<file path="config.mk">
export PLATFORM = sky130hd
export DESIGN_NAME = ptc_top
export DESIGN_NICKNAME = d
export VERILOG_FILES = /design/src/ptc_top.v /design/src/ptc_stage.v
export VERILOG_INCLUDE_DIRS = /design/src /design/src/src
export SDC_FILE = /design/constraint.sdc
export NUM_CORES = 1
export LEC_CHECK = 0
export BUFFER_PORTS_ARGS = -buffer_cell sky130_fd_sc_hd__buf_2
export CAP_MARGIN = 20
export CORE_MARGIN = 1.5
export CORE_UTILIZATION = 37
export CTS_CLUSTER_SIZE = 14
export DETAILED_ROUTE_END_ITERATION = 10
export GPL_TIMING_DRIVEN = 0
export REMOVE_ABC_BUFFERS = 1
export SYNTH_ARGS = -nofsm -noshare
export SYNTH_HDL_FRONTEND = slang
export SYNTH_SLANG_ARGS = --single-unit
</file>
<file path="constraint.sdc">
create_clock -name I_CLOCK -period 4.8 [get_ports I_CLOCK]
set_clock_uncertainty 0.05 [all_clocks]
set_input_delay 0.72 -clock I_CLOCK [delete_from_list [all_inputs] [get_ports I_CLOCK]]
set_output_delay 0.72 -clock I_CLOCK [all_outputs]
set_load 0.02 [all_outputs]
</file>
<file path="src/ptc_map.vh">
// Offsets, field positions, reset values and sizes of the protection
// supervisor. Assumes a 32-bit APB with byte addresses in I_PADDR[7:0].
`ifndef PTC_MAP_VH
`define PTC_MAP_VH

// Sizes
`define PTC_NSTG       4
`define PTC_SRC_W      5

// Register byte offsets
`define PTC_OFF_CTRL   8'h00
`define PTC_OFF_SEL    8'h04
`define PTC_OFF_STAT   8'h08
`define PTC_OFF_CMD    8'h0C
`define PTC_OFF_CNT    8'h10
`define PTC_OFF_STG0   8'h20
`define PTC_OFF_STG3   8'h2C

// CTRL fields
`define PTC_CTL_EN     0
`define PTC_CTL_XBP    1
`define PTC_CTL_GTB    2
`define PTC_CTL_TXP    3
`define PTC_CTRL_RST   32'h00000001

// SEL fields (5-bit source indices)
`define PTC_SEL_A      0
`define PTC_SEL_B      8
`define PTC_SEL_T      16
`define PTC_SEL_RST    32'h00000000

// Per-stage config fields
`define PTC_STG_EN     0
`define PTC_STG_XBP    1
`define PTC_STG_TPB    2
`define PTC_STG_TXP    3
`define PTC_STG_REV    4
`define PTC_STG_BRK    5
`define PTC_STG_SRC    8
`define PTC_STG_TSRC   16
`define PTC_STG_RST    32'h00000001

// CMD fields
`define PTC_CMD_CLR    0

`endif

</file>
<file path="src/ptc_top.v">
// Protection supervisor: master enable, blockings, trip gating,
// collective alarms/trips, breaker trip and fault counter reset.
// Assumes elements on I_CLOCK; digital inputs and the reverse
// interlock pin are asynchronous and get synchronised here.
//
// Behaviour
// - Master enable gates all protection
// - Each stage has own permanent enable
// - Stage trip-block suppresses its breaker command
// - Global block needs permit and asserted source
// - Two global block sources, second optional
// - Stage block needs permit and live source
// - Stage trip block needs permit and source
// - Block sources selectable from internal signal list
// - Global trip block by permitted assigned source
// - Global permanent trip block suppresses the breaker trip
// - Report active when enabled and unblocked
// - Phase alarm ORs running stages' element phase alarms
// - Phase trip ORs authorised element phase trips
// - Overall alarm and trip OR everything
// - Only breaker-assigned trips reach the breaker
// - Current stages also blocked by reverse interlock
// - Reset command clears fault and grid counters
// - Ground collective alarm and trip provided
// - Reset: master enabled, global permit off
//
// Design decisions made here: the register addresses and the APB slave port.
`default_nettype none
`include "ptc_map.vh"

module ptc_top (
    // Clock and reset
    input  wire        I_CLOCK,
    input  wire        I_SRST,
    // APB slave
    input  wire        I_PSEL,
    input  wire        I_PENABLE,
    input  wire        I_PWRITE,
    input  wire [7:0]  I_PADDR,
    input  wire [31:0] I_PWDATA,
    output wire [31:0] O_PRDATA,
    output wire        O_PREADY,
    output wire        O_PSLVERR,
    // Asynchronous pins
    input  wire [7:0]  I_DIN,
    input  wire        I_REV_ILOCK,
    // Element decisions, 4 bits per stage: L1, L2, L3, ground
    input  wire [15:0] I_STG_ALARM,
    input  wire [15:0] I_STG_TRIP,
    // Stage run permissions
    output wire [3:0]  O_STG_RUN,
    // Status
    output wire        O_PROT_ACTIVE,
    output wire        O_EXT_BLOCK,
    output wire        O_TRIP_BLOCKED,
    // Collective alarms
    output wire        O_PHASE1_GENERAL_ALARM,
    output wire        O_PHASE2_GENERAL_ALARM,
    output wire        O_PHASE3_GENERAL_ALARM,
    output wire        O_GROUND_GENERAL_ALARM,
    output wire        O_GENERAL_ALARM,
    // Collective trips
    output wire        O_PHASE1_GENERAL_TRIP,
    output wire        O_PHASE2_GENERAL_TRIP,
    output wire        O_PHASE3_GENERAL_TRIP,
    output wire        O_GROUND_GENERAL_TRIP,
    output wire        O_GENERAL_TRIP,
    // Toward the breaker manager
    output wire        O_BREAKER_TRIP,
    output wire        O_CNT_RESET
);
    integer k;  // Collective OR loop
    integer m;  // Per-stage flag loop, own process
    integer j;  // Settings reset loop, own process

    // Settings
    reg  [31:0] ctrl_reg;
    reg  [31:0] sel_reg;
    reg  [31:0] stg_cfg_reg [0:3];

    // APB state
    reg         pready_reg;
    reg         pslverr_reg;
    reg  [31:0] prdata_reg;
    reg  [31:0] prdata_next;
    reg         hit;

    // Synchronisers
    reg  [7:0]  din_s1_reg;
    reg  [7:0]  din_s2_reg;
    reg         rev_s1_reg;
    reg         rev_s2_reg;

    // Registered results
    reg  [3:0]  run_reg;
    reg         active_reg;
    reg         ext_blk_reg;
    reg         trip_blk_reg;
    reg  [3:0]  alarm_reg;
    reg  [3:0]  trip_reg;
    reg         gen_alarm_reg;
    reg         gen_trip_reg;
    reg         brk_trip_reg;
    reg  [3:0]  stg_alarm_reg;
    reg  [3:0]  stg_trip_reg;

    // Counters
    reg  [15:0] fault_no_reg;
    reg  [15:0] grid_no_reg;
    reg         cnt_clr_reg;

    // Combinational results
    reg  [3:0]  alarm_next;
    reg  [3:0]  trip_next;
    reg         cmd_any;
    wire [31:0] src_list;
    wire        ext_blk;
    wire        master_run;
    wire        trip_blk;
    wire [3:0]  run_w;
    wire [15:0] alarm_w;
    wire [15:0] trip_w;
    wire [15:0] cmd_w;
    wire        acc;
    wire        wr_fire;
    wire [4:0]  sel_a;
    wire [4:0]  sel_b;
    wire [4:0]  sel_t;

    // Pin inputs pass two flops; only stage two is read
    always @(posedge I_CLOCK) begin
        if (I_SRST) begin
            din_s1_reg <= 8'h00;
            din_s2_reg <= 8'h00;
            rev_s1_reg <= 1'b0;
            rev_s2_reg <= 1'b0;
        end else begin
            din_s1_reg <= I_DIN;
            din_s2_reg <= din_s1_reg;
            rev_s1_reg <= I_REV_ILOCK;
            rev_s2_reg <= rev_s1_reg;
        end
    end

    // Signal list: 0 never true, 1-8 inputs, 9-12 stage alarms,
    // 13-16 stage trips, 17-18 general alarm/trip, rest idle.
    // Registered copies only, so no combinational loop forms.
    assign src_list = {13'h0000, gen_trip_reg, gen_alarm_reg,
                       stg_trip_reg, stg_alarm_reg, din_s2_reg, 1'b0};

    assign sel_a = sel_reg[`PTC_SEL_A +: `PTC_SRC_W];
    assign sel_b = sel_reg[`PTC_SEL_B +: `PTC_SRC_W];
    assign sel_t = sel_reg[`PTC_SEL_T +: `PTC_SRC_W];

    // Global block; source B left at 0 means unused
    assign ext_blk = ctrl_reg[`PTC_CTL_XBP]
                   & (src_list[sel_a] | src_list[sel_b]);
    // Master run: enabled and not blocked
    assign master_run = ctrl_reg[`PTC_CTL_EN] & ~ext_blk;

    // Global trip block, permanent or by permitted source
    assign trip_blk = ctrl_reg[`PTC_CTL_GTB]
                    | (ctrl_reg[`PTC_CTL_TXP] & src_list[sel_t]);

    // One gating slice per stage
    genvar g;
    generate
        for (g = 0; g < `PTC_NSTG; g = g + 1) begin : gen_stg
            ptc_stage u_stage (
                .i_master_run (master_run),
                .i_cfg        (stg_cfg_reg[g]),
                .i_blk_sig    (src_list[stg_cfg_reg[g][`PTC_STG_SRC +: `PTC_SRC_W]]),
                .i_trip_sig   (src_list[stg_cfg_reg[g][`PTC_STG_TSRC +: `PTC_SRC_W]]),
                .i_rev_sig    (rev_s2_reg),
                .i_alarm      (I_STG_ALARM[4*g +: 4]),
                .i_trip       (I_STG_TRIP[4*g +: 4]),
                .o_run        (run_w[g]),
                .o_alarm      (alarm_w[4*g +: 4]),
                .o_trip       (trip_w[4*g +: 4]),
                .o_cmd        (cmd_w[4*g +: 4])
            );
        end
    endgenerate

    // Collective ORs per phase and ground across stages
    always @* begin
        alarm_next = 4'h0;
        trip_next  = 4'h0;
        cmd_any    = 1'b0;
        for (k = 0; k < `PTC_NSTG; k = k + 1) begin
            alarm_next = alarm_next | alarm_w[4*k +: 4];
            trip_next  = trip_next | trip_w[4*k +: 4];
            cmd_any    = cmd_any | (|cmd_w[4*k +: 4]);
        end
    end

    // Results land on the edge after inputs change
    always @(posedge I_CLOCK) begin
        if (I_SRST) begin
            run_reg       <= 4'h0;
            active_reg    <= 1'b0;
            ext_blk_reg   <= 1'b0;
            trip_blk_reg  <= 1'b0;
            alarm_reg     <= 4'h0;
            trip_reg      <= 4'h0;
            gen_alarm_reg <= 1'b0;
            gen_trip_reg  <= 1'b0;
            brk_trip_reg  <= 1'b0;
            stg_alarm_reg <= 4'h0;
            stg_trip_reg  <= 4'h0;
        end else begin
            run_reg       <= run_w;
            active_reg    <= master_run;
            ext_blk_reg   <= ext_blk;
            trip_blk_reg  <= trip_blk;
            alarm_reg     <= alarm_next;
            trip_reg      <= trip_next;
            gen_alarm_reg <= |alarm_next;
            gen_trip_reg  <= |trip_next;
            brk_trip_reg  <= cmd_any & ~trip_blk;
            for (m = 0; m < `PTC_NSTG; m = m + 1) begin
                stg_alarm_reg[m] <= |alarm_w[4*m +: 4];
                stg_trip_reg[m]  <= |trip_w[4*m +: 4];
            end
        end
    end

    // APB: one wait state, write lands on the completing edge
    assign acc     = I_PSEL & I_PENABLE;
    assign wr_fire = acc & pready_reg & I_PWRITE;

    // Address decode and read mux
    always @* begin
        hit         = 1'b1;
        prdata_next = 32'h00000000;
        case (I_PADDR)
            `PTC_OFF_CTRL: prdata_next = ctrl_reg;
            `PTC_OFF_SEL:  prdata_next = sel_reg;
            `PTC_OFF_STAT: prdata_next = {20'h00000, gen_trip_reg, gen_alarm_reg,
                                          trip_blk_reg, ext_blk_reg, active_reg,
                                          3'h0, run_reg};
            `PTC_OFF_CMD:  prdata_next = 32'h00000000;
            `PTC_OFF_CNT:  prdata_next = {grid_no_reg, fault_no_reg};
            default: begin
                if (I_PADDR >= `PTC_OFF_STG0 && I_PADDR <= `PTC_OFF_STG3
                    && I_PADDR[1:0] == 2'b00) begin
                    prdata_next = stg_cfg_reg[I_PADDR[3:2]];
                end else begin
                    hit = 1'b0;
                end
            end
        endcase
    end

    // Bus handshake and registered read data
    always @(posedge I_CLOCK) begin
        if (I_SRST) begin
            pready_reg  <= 1'b0;
            pslverr_reg <= 1'b0;
            prdata_reg  <= 32'h00000000;
        end else begin
            pready_reg  <= acc & ~pready_reg;
            pslverr_reg <= acc & ~pready_reg & ~hit;
            if (acc & ~pready_reg & ~I_PWRITE) begin
                prdata_reg <= prdata_next;
            end
        end
    end

    // Settings registers; unmapped or read-only writes are dropped
    always @(posedge I_CLOCK) begin
        if (I_SRST) begin
            ctrl_reg <= `PTC_CTRL_RST;
            sel_reg  <= `PTC_SEL_RST;
            for (j = 0; j < `PTC_NSTG; j = j + 1) begin
                stg_cfg_reg[j] <= `PTC_STG_RST;
            end
        end else if (wr_fire) begin
            if (I_PADDR == `PTC_OFF_CTRL) begin
                ctrl_reg <= I_PWDATA & 32'h0000000F;
            end
            if (I_PADDR == `PTC_OFF_SEL) begin
                sel_reg <= I_PWDATA & 32'h001F1F1F;
            end
            if (I_PADDR >= `PTC_OFF_STG0 && I_PADDR <= `PTC_OFF_STG3
                && I_PADDR[1:0] == 2'b00) begin
                stg_cfg_reg[I_PADDR[3:2]] <= I_PWDATA & 32'h001F1F3F;
            end
        end
    end

    // Counter reset command, inactive unless written
    always @(posedge I_CLOCK) begin
        if (I_SRST) begin
            cnt_clr_reg <= 1'b0;
        end else begin
            cnt_clr_reg <= wr_fire && I_PADDR == `PTC_OFF_CMD
                           && I_PWDATA[`PTC_CMD_CLR];
        end
    end

    // Fault number counts trip onsets, grid faults alarm onsets.
    // A new onset in the clear cycle is kept, counted as one.
    always @(posedge I_CLOCK) begin
        if (I_SRST) begin
            fault_no_reg <= 16'h0000;
            grid_no_reg  <= 16'h0000;
        end else if (cnt_clr_reg) begin
            fault_no_reg <= {15'h0000, (|trip_next) & ~gen_trip_reg};
            grid_no_reg  <= {15'h0000, (|alarm_next) & ~gen_alarm_reg};
        end else begin
            if ((|trip_next) & ~gen_trip_reg) begin
                fault_no_reg <= fault_no_reg + 16'h0001;
            end
            if ((|alarm_next) & ~gen_alarm_reg) begin
                grid_no_reg <= grid_no_reg + 16'h0001;
            end
        end
    end

    // Outputs straight from flops
    assign O_PRDATA               = prdata_reg;
    assign O_PREADY               = pready_reg;
    assign O_PSLVERR              = pslverr_reg;
    assign O_STG_RUN              = run_reg;
    assign O_PROT_ACTIVE          = active_reg;
    assign O_EXT_BLOCK            = ext_blk_reg;
    assign O_TRIP_BLOCKED         = trip_blk_reg;
    assign O_PHASE1_GENERAL_ALARM = alarm_reg[0];
    assign O_PHASE2_GENERAL_ALARM = alarm_reg[1];
    assign O_PHASE3_GENERAL_ALARM = alarm_reg[2];
    assign O_GROUND_GENERAL_ALARM = alarm_reg[3];
    assign O_GENERAL_ALARM        = gen_alarm_reg;
    assign O_PHASE1_GENERAL_TRIP  = trip_reg[0];
    assign O_PHASE2_GENERAL_TRIP  = trip_reg[1];
    assign O_PHASE3_GENERAL_TRIP  = trip_reg[2];
    assign O_GROUND_GENERAL_TRIP  = trip_reg[3];
    assign O_GENERAL_TRIP         = gen_trip_reg;
    assign O_BREAKER_TRIP         = brk_trip_reg;
    assign O_CNT_RESET            = cnt_clr_reg;

endmodule // ptc_top

`default_nettype wire

</file>
<file path="src/ptc_stage.v">
// Gating of one protection stage: enable, blocking and trip blocking.
// Pure combinational; the top module registers everything it drives.
`default_nettype none

module ptc_stage (
    // Settings and blocking sources
    input  wire        i_master_run,
    input  wire [31:0] i_cfg,
    input  wire        i_blk_sig,
    input  wire        i_trip_sig,
    input  wire        i_rev_sig,
    // Element decisions: L1, L2, L3, ground
    input  wire [3:0]  i_alarm,
    input  wire [3:0]  i_trip,
    // Gated results
    output wire        o_run,
    output wire [3:0]  o_alarm,
    output wire [3:0]  o_trip,
    output wire [3:0]  o_cmd
);
    wire temp_blk;
    wire rev_blk;
    wire cmd_blk;

    // Temporary block needs permit and a live source
    assign temp_blk = i_cfg[`PTC_STG_XBP] & i_blk_sig;
    // Reverse interlock, only for current stages that enable it
    assign rev_blk = i_cfg[`PTC_STG_REV] & i_rev_sig;
    // Stage runs only under master run and its own enable
    assign o_run = i_master_run & i_cfg[`PTC_STG_EN] & ~temp_blk & ~rev_blk;

    // Disabled or blocked stage contributes nothing
    assign o_alarm = i_alarm & {4{o_run}};
    assign o_trip  = i_trip & {4{o_run}};

    // Trip command blocked permanently or by its own source
    assign cmd_blk = i_cfg[`PTC_STG_TPB] | (i_cfg[`PTC_STG_TXP] & i_trip_sig);
    // Only breaker-assigned stages reach the breaker
    assign o_cmd = o_trip & {4{~cmd_blk & i_cfg[`PTC_STG_BRK]}};

endmodule // ptc_stage

`default_nettype wire

</file>
## Word level (Yosys, flattened, before mapping)

Memory sizes are Yosys's and may differ from the RTL's.
Cells that the tools add are included.

- Register bits after elaboration: 130
- Memory bits (writable): 64
- Input port bits: 86
- Output and inout bits: 53
- Word-level logic and storage cells: 196
- Memories: 1

Memory list:

| name | words | width | read ports | clocked after memory_dff | wr ports | line | source |
|---|---|---|---|---|---|---|---|
| stg_cfg_reg | 4 | 16 | 5 | 0 | 4 | ptc_top.v:79 | `reg [31:0] stg_cfg_reg [0:3];` |

- Add/sub/neg operators: 2
- $lt $le $gt $ge: 13
- Equality and inequality tests: 4
- Muxes and demuxes: 38
- Bitwise logic cells: 86
- Reductions and logical operators: 27

Operator list:

| operator | count |
|---|---|
| $pmux W32 S5 | 1 |
| $lt A5 B6 Y1 const B | 11 |
| $reduce_or A4 Y1 | 14 |
| $bmux W1 S5 | 11 |
| $and A4 B4 Y4 | 12 |
| $and A1 B1 Y1 | 40 |
| $add A16 B1 Y16 const B | 2 |
| $mux W32 | 1 |
| $or A4 B4 Y4 | 6 |
| $mux W1 | 23 |
| $not A1 Y1 | 19 |
| $eq A8 B4 Y1 const B | 2 |
| $mux W16 | 1 |
| $reduce_or A16 Y1 | 1 |
| $or A1 B1 Y1 | 9 |
| $eq A8 B3 Y1 const B | 1 |
| $eq A8 B5 Y1 const B | 1 |
| $ge A8 B6 Y1 const B | 1 |
| $le A8 B6 Y1 const B | 1 |
| $logic_not A8 Y1 | 1 |
| $reduce_or A5 Y1 | 1 |
| $logic_and A1 B1 Y1 | 4 |
| $reduce_and A2 Y1 | 2 |
| $reduce_bool A2 Y1 | 2 |
| 3 further kinds | 3 |

## Longest topological paths before layout

Gate-level depths: netlist of run 1.

- Depth in word-level cells: 17
- Depth in mapped cells: 12
- Mapped depth without buffers: 8

## Hierarchy

From an unflattened synthesis of run 1, not the netlist that was laid out.

- Cell total of the unflattened synthesis: 992
- Area, all modules: 10,098.4 sq um

Modules (own cells, without submodules):

| module | instances | cells an instance | area an instance (sq um) | sequential area each (sq um) |
|---|---|---|---|---|
| ptc_top | 1 | 924 | 9,633.0 | 4,524.3 |
| ptc_stage | 4 | 17 | 116.4 | 0.0 |

## Least setup slack after synthesis of run 1

OpenSTA, ideal clock, no wires.

- Path type: input to register
- Start: in I_PADDR[1]
- End: mem stg_cfg_reg[0][0] (netlist name) (enable)
- Library setup time: 367 ps
- Data arrival time: 2,762 ps
- Required time: 4,383 ps
- Path slack: 1,622 ps
- Cell stages on the path: 7
- Cells stage by stage: nor4_1 > nor2b_1 > and2_1 > clkbuf_1 > nor3b_1 > clkbuf_1 > a21o_1

RTL lines:

| element | line | source |
|---|---|---|
| from (decl) | ptc_top.v:39 | `input wire [7:0] I_PADDR,` |
| to (decl) | ptc_top.v:79 |  |

## Worst setup path after layout of run 1

- Start: reg gen_alarm_reg (netlist: O_GENERAL_ALARM)
- End: reg grid_no_reg[2]

- Cells in the longest elaborated chain, start to end: 15

RTL lines:

| element | line | source |
|---|---|---|
| from (decl) | ptc_top.v:101 | `reg gen_alarm_reg;` |
| from (signal assigned) | ptc_top.v:218 | `gen_alarm_reg <= \|alarm_next;` |
| $bmux W1 S5 | ptc_top.v:157 | `& (src_list[sel_a] \| src_list[sel_b]);` |
| $mux W1 (not written as such) | ptc_top.v:157 |  |
| $or A1 B1 Y1 | ptc_top.v:157 |  |
| $and A1 B1 Y1 | ptc_top.v:156 | `` assign ext_blk = ctrl_reg[`PTC_CTL_XBP] `` |
| $not A1 Y1 | ptc_top.v:159 | `` assign master_run = ctrl_reg[`PTC_CTL_EN] & ~ext_blk; `` |
| $and A1 B1 Y1 | ptc_top.v:159 |  |
| $and A1 B1 Y1 (3 in series) | ptc_stage.v:30 | `` assign o_run = i_master_run & i_cfg[`PTC_STG_EN] & ~temp_blk & ~rev_blk; `` |
| $and A4 B4 Y4 | ptc_stage.v:33 | `assign o_alarm = i_alarm & {4{o_run}};` |
| $or A4 B4 Y4 (3 in series) | ptc_top.v:191 | `alarm_next = alarm_next \| alarm_w[4*k +: 4];` |
| $reduce_or A4 Y1 | ptc_top.v:315 | `if ((\|alarm_next) & ~gen_alarm_reg) begin` |
| $and A1 B1 Y1 * | ptc_top.v:315 |  |
| to (signal assigned) | ptc_top.v:310 | `grid_no_reg <= {15'h0000, (\|alarm_next) & ~gen_alarm_reg};` |
| to (signal assigned) | ptc_top.v:316 | `grid_no_reg <= grid_no_reg + 16'h0001;` |
| to (decl) | ptc_top.v:109 | `reg [15:0] grid_no_reg;` |

Every way passes the cells marked *; elsewhere a longest branch is shown, timed or not. The select of a mux whose other input is x is not followed.
A chain may end at the register's enable or synchronous reset.

==> results of run 1 <==
cells by family (layout without fill, tap and decap cells):
group	count (synthesis)	after routing	share of synthesized area
adders and majority gates	2	2	0.00243
muxes	94	94	0.157
AOI/OAI and AO/OA	215	215	0.153
and+or+nand+nor	393	393	0.193
buffers and inverters	144	206	0.0560
DFF	194	194	0.439
power breakdown:
group	leakage, nW	switching, mW	total, mW	internal (mW)
combinational	2.43	0.187	0.332	0.145
sequential	1.72	0.0881	1.83	1.74
clock	0.311	0.735	1.54	0.808
total	4.46	1.01	3.70	2.69
repair_timing:
action / 4_1_cts / 5_1_grt
gates resized for setup: 0 / 1
endpoints found under the hold margin: 0 / 0
setup endpoints to repair: 0 / 14
worst paths after layout:
| check | slack (ns) | to | cells after the start |
|---|---|---|---|
| worst max-delay path | 0.34 | grid_no_reg[2]$_SDFFE_PP0P_ | 8 |
| worst min-delay path | 0.39 | din_s2_reg[1]$_SDFF_PP0_ | 1 |
| worst max register to register | 0.34 | grid_no_reg[2]$_SDFFE_PP0P_ | 8 |
| worst min register to register | 0.39 | din_s2_reg[1]$_SDFF_PP0_ | 1 |
routing by layer:
| metal | part of all wire | vias up |
|---|---|---|
| met2 | 0.47 | 412 |
| met5 | 0.00084 | - |
| met4 | 0.033 | 2 |
| met1 | 0.42 | 4237 |
| met3 | 0.080 | 80 |
| li1 | - | 4004 |
synthesized netlist by cell type, drive strengths merged, types with 4 or more instances:
cell type / n / area share
dfxtp: 130 / 0.25
nand2: 109 / 0.040
nor2: 85 / 0.031
clkbuf: 76 / 0.028
a21oi: 66 / 0.032
edfxtp: 64 / 0.19
mux4: 53 / 0.12
inv: 45 / 0.016
and3: 35 / 0.021
mux2i: 33 / 0.032
nor3: 30 / 0.015
nor2b: 25 / 0.015
buf: 23 / 0.012
o31ai: 22 / 0.017
a311oi: 19 / 0.016
or4: 19 / 0.014
a22oi: 18 / 0.013
nand3: 16 / 0.0078
and2: 12 / 0.0073
o21ai: 12 / 0.0062
a221o: 11 / 0.011
nand2b: 11 / 0.0067
a221oi: 10 / 0.010
nand3b: 10 / 0.0073
a2111oi: 8 / 0.0073
mux2: 8 / 0.0087
nand4: 8 / 0.0049
or3: 8 / 0.0049
nor4: 7 / 0.0042
o22ai: 6 / 0.0036
a31o: 4 / 0.0034
a31oi: 4 / 0.0030
a41o: 4 / 0.0039
nand4b: 4 / 0.0034
stage by stage:
stage	power, mW	worst slack [ns]	cells
2_1_floorplan	2.01	0.410	943
3_3_place_gp	2.18	-1.88	1437
3_5_place_dp	2.19	0.289	1443
4_1_cts	3.71	0.266	1475
5_1_grt	3.82	0.0247	1476
6_report	3.70	0.340	1476
cell type report:
class                      instances  share of cell area
clock buffer                      17              0.0362
timing repair buffer             129              0.0614
tap                              372              0.0397
multi-input combinational        704               0.445
sequential                       194               0.385
clock inverter                    15              0.0182
inverter                          45              0.0144
==> reports/metrics.csv, run 1 <==
metric;value;unit
clockBufferDepth;2;
grt_busiest_layer;met2;
worstSetupEndpointType;flip-flop;
die_h;170;um
grt_overflow_total;0;
final_common_cell;dfxtp_1;
crit_start;O_GENERAL_ALARM$_SDFF_PP0_;
p_leak;4.46;nW
num_io_pins;139;
vias_per_cell;5.92;
cts_tree;built;
final_antenna_net_count;0;
synthArstFlopShare;0;
grt_max_degree;72;
met3_usage;0.0502;
crit_required;5.13;ns
cpLargestDelayFamily;compound AO/OA/AOI/OAI gates;
numCtsBuffers;17;
insertedDiodeCount;0;
root_buffer;clkbuf_16;
worstHoldPathType;reg2reg;
clk_latency;0.45;ns
finalSetupViolations;0;
cp.arrival;4.79;ns
final_area;11700;um^2
wl_per_cell;21.8;um
placementRows;60;
synth_area;10300;um^2
h-tree-depth;4;
dp_hpwl;22900;um
worst_r2r_startpoint;O_GENERAL_ALARM$_SDFF_PP0_;
syn_to_final_growth;13.9;%
report.final.slew_viol_count;0;
dieArea;28900;um^2
port_buffers;122;
grtUsageTotal;0.228;
gp_congestion;0.899;
nFillCells;2668;
ys_warn_count;0;
antenna_found_initial;0;
rsz0062_at_grt;false;
yosysSeqAreaShare;0.439;
start_util;0.379;
multi_input_area;5220;um^2
hold_buffers;0;
layout.nets;1179;
clk_pin_slew;0.08;ns
grt_pass1_vias;8290;
largest_reg_flops;64;
period_share;0.929;
fin_crit;4.46;ns
crit_type;reg2reg;
drtPass1Iterations;6;
crit_chain;mux2i_1 > o22a_1 > o31ai_1 > a311oi_1 > a2111oi_0 > and4_1 > nand3b_1 > mux2i_1;
tns;0;ns
synthFlopType;dfxtp_1;
p_per_area;315;nW/um^2
maxCapViolCount;0;
drc_errors;0;
drt_iter0_drc;1037;
synth_cells;1042;
max_freq;224;MHz
final_cell_mix;dfxtp_1 (130), buf_2 (121), nand2_1 (109), nor2_1 (85), a21oi_1 (66);
avgSynthCellArea;9.89;um^2
status;completed;
cts_sinks;194;
regArea;4520;um^2
min_from;din_s1_reg[1]$_SDFF_PP0_;
worstSetupStartpointType;flip-flop;
use_met1;0.297;
cpPeakStageDelay;1.02;ns
layout-drive-gt1-share;0.211;
path_buf_inv;0;
wl;32100;um
detailroute.via_count;8735;
hold_viol;0;
synthDistinctLibCells;71;
grt_pass1_wl;49400;um
cts_setup_buffers;0;
worst_path_most_repeated_cell;mux2i_1;
worst_ir_drop_vdd;0.000216;V
final_core_util;0.432;
use_met2;0.368;
fp.dieW;170;um
coreArea;27200;um^2
crit_slowest_cell;dfxtp_1;
tightest_slew;1.09;ns
path_max_fanout;23;
hold_ws;0.391;ns
place_area;11100;um^2
synth-seq-cells;194;
slew-limit-headroom;0.273;
synth_edf_count;64;
(Power assumes the default switching activity.)
==> run 2, diff against run 1 <==
Clock period 4.8 ns to 4.48 ns, I/O delays scaled along.
==> run 2 against run 1 <==
  * First-iteration DRC count down 0.58%
  * Fmax up 7.1%
  * Clock-buffer cell count unchanged
  * Core utilization about the same
  * Non-clock buffer count unchanged
  * Combinational power up 6.9%
  * Total power up 7.2%
  * Critical path type unchanged
  * Largest cell class unchanged
==> reports/metrics.csv, run 2 (synthesis gave the netlist of run 1 again) <==
metric;value;unit;change
cpPeakStageDelay;0.82;ns;-0.20 ns
final_antenna_net_count;0;;unchanged
cts_setup_buffers;0;;unchanged
place_inst;1443;;unchanged
clk_latency;0.45;ns;about the same
nFillCells;2667;;-0.037%
crit_start;stg_trip_reg[3]$_SDFF_PP0_;;
numCtsBuffers;17;;unchanged
place_area;11100;um^2;unchanged
reg2reg_depth;8;;unchanged
period_share;0.929;;about the same
hold_buffers;0;;unchanged
pre_cts_ws;-0.0315;ns;-0.320 ns
num_io_pins;139;;unchanged
worstSetupEndpointType;flip-flop;;
antenna_found_initial;0;;unchanged
worst_ir_drop_vdd;0.000231;V;+6.9%
path_max_fanout;23;;unchanged
maxCapViolCount;0;;unchanged
worstReg2RegEnd;grid_no_reg[2]$_SDFFE_PP0P_;;
worst_r2r_startpoint;stg_trip_reg[3]$_SDFF_PP0_;;
cts_sinks;194;;unchanged
layout-drive-gt1-share;0.213;;+0.00181
cpLargestDelayFamily;compound AO/OA/AOI/OAI gates;;
grt_busiest_layer;met2;;
wl_per_cell;21.7;um;about the same
regToRegSetupSlack;0.32;ns;-0.02 ns
p_leak;4.46;nW;about the same
grtUsageTotal;0.228;;unchanged
syn_to_final_growth;13.9;%;about the same
drt_iter0_drc;1031;;-0.58%
worstSetupStartpointType;flip-flop;;
vias_per_cell;5.92;;about the same
crit_cells;8;;unchanged
slew-limit-headroom;0.251;;-0.0219
cts_tree;built;;
path_buf_inv;0;;unchanged
root_buffer;clkbuf_16;;
start_util;0.379;;unchanged
grt_pass1_vias;8290;;unchanged
clockBufferDepth;2;;unchanged
finalSetupViolations;0;;unchanged
tightest_slew;1.12;ns;+0.0291 ns
worst_slack;0.316;ns;-0.0235 ns
largest_reg_flops;64;;unchanged
final_area;11700;um^2;about the same
coreArea;27200;um^2;unchanged
final_core_util;0.432;;about the same
status;completed;;
hold_end;din_s1_reg[2]$_SDFF_PP0_;;
dp_hpwl;22900;um;unchanged
use_met1;0.297;;unchanged
cp.arrival;4.50;ns;-0.29 ns
port_buffers;122;;unchanged
h-tree-depth;4;;unchanged
grt_overflow_total;0;;unchanged
p_per_area;338;nW/um^2;+7.2%
grt_pass1_wl;49400;um;unchanged
gp_congestion;0.899;;unchanged
hold_viol;0;;unchanged
max_freq;240;MHz;+7.1%
die_h;170;um;unchanged
final_common_cell;dfxtp_1;;
detailroute.via_count;8740;;+0.057%
fin_crit;4.16;ns;-0.296 ns
layout.nets;1179;;unchanged
fin_cells;1476;;unchanged
fp.dieW;170;um;unchanged
drc_errors;0;;unchanged
worstHoldPathType;in2reg;;
drtPass1Iterations;6;;unchanged
grt_max_degree;72;;unchanged
insertedDiodeCount;0;;unchanged
crit_required;4.81;ns;-0.32 ns
dieArea;28900;um^2;unchanged
clk_pin_slew;0.08;ns;about the same
min_from;I_DIN[2];;
worst_path_most_repeated_cell;mux2i_1;;
crit_slowest_cell;o31ai_1;;
rsz0062_at_grt;false;;
crit_chain;mux2i_1 > o22a_1 > o31ai_1 > a311oi_1 > a2111oi_0 > and4_1 > nand3b_1 > mux2i_1;;
wl;32100;um;about the same
crit_type;reg2reg;;
report.final.slew_viol_count;0;;unchanged
placementRows;60;;unchanged
met3_usage;0.0502;;unchanged
final_cell_mix;dfxtp_1 (128), buf_2 (121), nand2_1 (109), nor2_1 (85), a21oi_1 (66);;
use_met2;0.368;;unchanged
total_power;3.97;mW;+7.2%
hold_path_depth;2;;+1
run 2: cell types whose count changed in the layout (fill, tap and decap cells not counted):
cell,previous run,this run
dfxtp_1,130,128
dfxtp_2,0,2
run 2: worst max-delay path by stage:
stage,end,slack [ns]
after floorplan,stg_cfg_reg[0][0]$_SDFFCE_PN1P_,0.14
after global placement,stg_cfg_reg[2][0]$_SDFFCE_PN1P_,-2.15
after detailed placement,fault_no_reg[2]$_SDFFE_PP0P_,-0.03
after CTS,grid_no_reg[2]$_SDFFE_PP0P_,0.12
after global routing,grid_no_reg[2]$_SDFFE_PP0P_,0.01
final,grid_no_reg[2]$_SDFFE_PP0P_,0.32
run 2: per-stage QoR:
step | hold slack [ns] | TNS, ns
after CTS | 0.363 | 0
after detailed placement | 0.372 | -0.319
after floorplan | 0.364 | 0
after global routing | 0.374 | 0
final | 0.374 | 0
after global placement | 0.368 | -206.78
run 2: layout make-up:
type / count / area (um^2) / share of cell area
Tap cell: 372 / 465 / 0.0396
Clock inverter: 15 / 214 / 0.0182
Sequential cell: 194 / 4530 / 0.386
Clock buffer: 17 / 425 / 0.0362
Timing Repair Buffer: 129 / 721 / 0.0614
Inverter: 45 / 169 / 0.0144
Multi-Input combinational cell: 704 / 5220 / 0.445
run 2: what timing repair did:
item,CTS,global route
setup endpoints to repair,14,30
gates resized for setup,1,2
pin swaps,0,0
run 2: layer usage:
layer / share of wire / wire length [um]
met5: 0.00084 / 27
met4: 0.031 / 1010
met3: 0.082 / 2630
met2: 0.47 / 15100
met1: 0.42 / 13400
run 2: power breakdown:
part	switching, mW	leakage (nW)	internal [mW]	total, mW
clock	0.789	0.311	0.866	1.66
combinational	0.200	2.43	0.155	0.355
sequential	0.0945	1.72	1.86	1.96
total	1.08	4.46	2.89	3.97
run 2: worst register-to-register path, stage by stage, from the launching register on:
cell and delay [ns]:
dfxtp_1 0.77, mux2i_1 0.15, o22a_1 0.22, o31ai_1 0.82
a311oi_1 0.20, a2111oi_0 0.70, and4_1 0.80, nand3b_1 0.22
mux2i_1 0.17
==> run 3, diff against run 2 <==
Settings changed: SYNTH_HIERARCHICAL set to 1.
==> run 3 against run 2 <==
  * Core utilization is 0.16 points lower
  * Combinational power is 5% higher
  * Cell count is 4.5% lower
  * First-iteration DRC count is 25% lower
  * Sequential power hardly changed
  * Wire length is 9.5% lower
  * Sequential cell count stayed put
  * Clock-buffer cell count is 2 higher
  * Synthesized cell count is 4.9% lower
  * Clock power is 4% lower
  * Register-to-register slack worse by 0.13 ns
  * Setup slack worse by 0.13 ns
  * Critical path type unchanged
  * Critical endpoint is now grid_no_reg[11]$_SDFFE_PP0P_
  * Largest power group unchanged
  * Highest routed layer is now met4
==> reports/metrics.csv, run 3 <==
metric;value;unit;change
largest_reg_flops;64;;unchanged
worst_r2r_startpoint;din_s2_reg[2]$_SDFF_PP0_;;
multi_input_area;5200;um^2;-0.36%
insertedDiodeCount;0;;unchanged
worstReg2RegEnd;grid_no_reg[11]$_SDFFE_PP0P_;;
grt_overflow_total;0;;unchanged
grt_pass1_wl;44800;um;-9.4%
antenna_found_initial;0;;unchanged
layout.nets;1143;;-3.1%
worst_slack;0.183;ns;-0.133 ns
die_h;168;um;-1.0%
place_inst;1371;;-5.0%
grt_pass1_vias;7797;;-5.9%
drt_iter0_drc;773;;-25%
crit_type;reg2reg;;
clockBufferDepth;2;;unchanged
maxCapViolCount;0;;unchanged
synth_cells;991;;-4.9%
reg2reg_depth;15;;+7
synth_area;10100;um^2;-2.0%
gp_congestion;0.886;;-1.5%
drtPass1Iterations;7;;+1
hold_ws;0.381;ns;+0.00683 ns
fp.dieW;168;um;-1.0%
place_area;10800;um^2;-2.4%
slew-limit-headroom;0.342;;+0.0908
worstSetupEndpointType;flip-flop;;
num_io_pins;139;;unchanged
avgSynthCellArea;10.2;um^2;+3.0%
wl;29100;um;-9.5%
pre_cts_ws;-0.642;ns;-0.611 ns
worstHoldPathType;in2reg;;
hold_viol;0;;unchanged
cp.arrival;4.55;ns;+0.05 ns
dieArea;28300;um^2;-2.0%
hold_end;din_s1_reg[0]$_SDFF_PP0_;;
worstSetupStartpointType;flip-flop;;
wl_per_cell;20.6;um;-5.2%
vias_per_cell;5.79;;-2.2%
root_buffer;clkbuf_16;;
numCtsBuffers;17;;unchanged
detailroute.via_count;8157;;-6.7%
tns;0;ns;unchanged
port_buffers;122;;unchanged
syn_to_final_growth;14.6;%;
finalSetupViolations;0;;unchanged
final_common_cell;dfxtp_1;;
worst_ir_drop_vdd;0.000248;V;+7.7%
report.final.slew_viol_count;0;;unchanged
crit_required;4.73;ns;-0.08 ns
drc_errors;0;;unchanged
fin_cells;1409;;-4.5%
placementRows;60;;unchanged
grtUsageTotal;0.208;;-0.0200
coreArea;26900;um^2;-1.1%
ys_warn_count;6;;+6
p_leak;4.44;nW;-0.52%
final_cell_mix;dfxtp_1 (127), buf_2 (121), nor2_1 (115), nand2_1 (106), edfxtp_1 (64);;
final_antenna_net_count;0;;unchanged
cts_sinks;194;;unchanged
regArea;4530;um^2;about the same
nFillCells;2562;;-3.9%
start_util;0.376;;-0.00358
final_area;11600;um^2;-1.5%
regToRegSetupSlack;0.18;ns;-0.13 ns
p_per_area;338;nW/um^2;about the same
min_from;I_DIN[0];;
clk_pin_slew;0.08;ns;about the same
cts_tree;built;;
clk_latency;0.44;ns;about the same
grt_max_degree;68;;-5.6%
status;completed;;
max_freq;233;MHz;-3.1%
tightest_slew;0.987;ns;-0.131 ns
fin_crit;4.30;ns;+0.133 ns
period_share;0.959;;+0.0297
h-tree-depth;4;;unchanged
dp_hpwl;20500;um;-11%
hold_path_depth;2;;unchanged
layout-drive-gt1-share;0.238;;+0.0250
path_max_fanout;13;;-43%
## run 3: cell type report
type | instances | area share
clock inverters | 13 | 0.0127
multi-input cells | 691 | 0.450
repair buffers | 134 | 0.0646
flip-flops and latches | 194 | 0.391
inverters | 17 | 0.00552
well taps | 341 | 0.0369
clock buffers | 19 | 0.0393
## run 3: worst max-delay path by stage
stage                                          endpoint                     start  cells past startpoint
final                      grid_no_reg[11]$_SDFFE_PP0P_  din_s2_reg[2]$_SDFF_PP0_                     15
after global routing       grid_no_reg[11]$_SDFFE_PP0P_  din_s2_reg[6]$_SDFF_PP0_                     15
after CTS                 fault_no_reg[12]$_SDFFE_PP0P_  din_s2_reg[6]$_SDFF_PP0_                     13
after detailed placement  fault_no_reg[12]$_SDFFE_PP0P_   sel_reg[8]$_SDFFE_PP0P_                     12
after global placement     grid_no_reg[15]$_SDFFE_PP0P_   sel_reg[8]$_SDFFE_PP0P_                     12
after floorplan            grid_no_reg[12]$_SDFFE_PP0P_   sel_reg[8]$_SDFFE_PP0P_                     12
## run 3: critical path, cell delays in order, from the launching register on
cell,delay (ns)
dfxtp_1,0.69
mux2_2,0.27
a221oi_1,0.09
or4_1,0.57
nand3_1,0.12
o21ai_1,0.07
buf_4,0.17
nand2_1,0.11
a221oi_4,0.08
and2_1,0.23
nor4_1,0.66
a41oi_2,0.35
buf_4,0.28
nand4_1,0.20
xnor2_1,0.15
nor2_1,0.06
## run 3: metrics by stage
stage          total power [mW]  utilization
5_1_grt                    4.03        0.430
2_1_floorplan              2.16            -
6_report                   3.91        0.430
4_1_cts                    3.92        0.428
3_5_place_dp               2.34        0.403
3_3_place_gp               2.33        0.399
## run 3: routing by layer
| layer | GRT usage | up-vias | part of all wire |
|---|---|---|---|
| met5 | 0 | - | 0 |
| met1 | 0.275 | 3997 | 0.42 |
| li1 | - | 3761 | - |
| met3 | 0.0440 | 44 | 0.083 |
| met4 | 0.0741 | 0 | 0.025 |
| met2 | 0.337 | 355 | 0.47 |
## run 3: where the power goes
group | internal [mW] | switching, mW | total [mW]
clock | 0.867 | 0.719 | 1.59
combinational | 0.165 | 0.208 | 0.373
sequential | 1.87 | 0.0828 | 1.95
total | 2.90 | 1.01 | 3.91
## run 3: what timing repair did
item / CTS / global route
hold buffers: 0 / 0
pin swaps: 1 / 0
resized for setup: 7 / 10
endpoints found under the setup margin: 21 / 29
setup buffers: 1 / 5
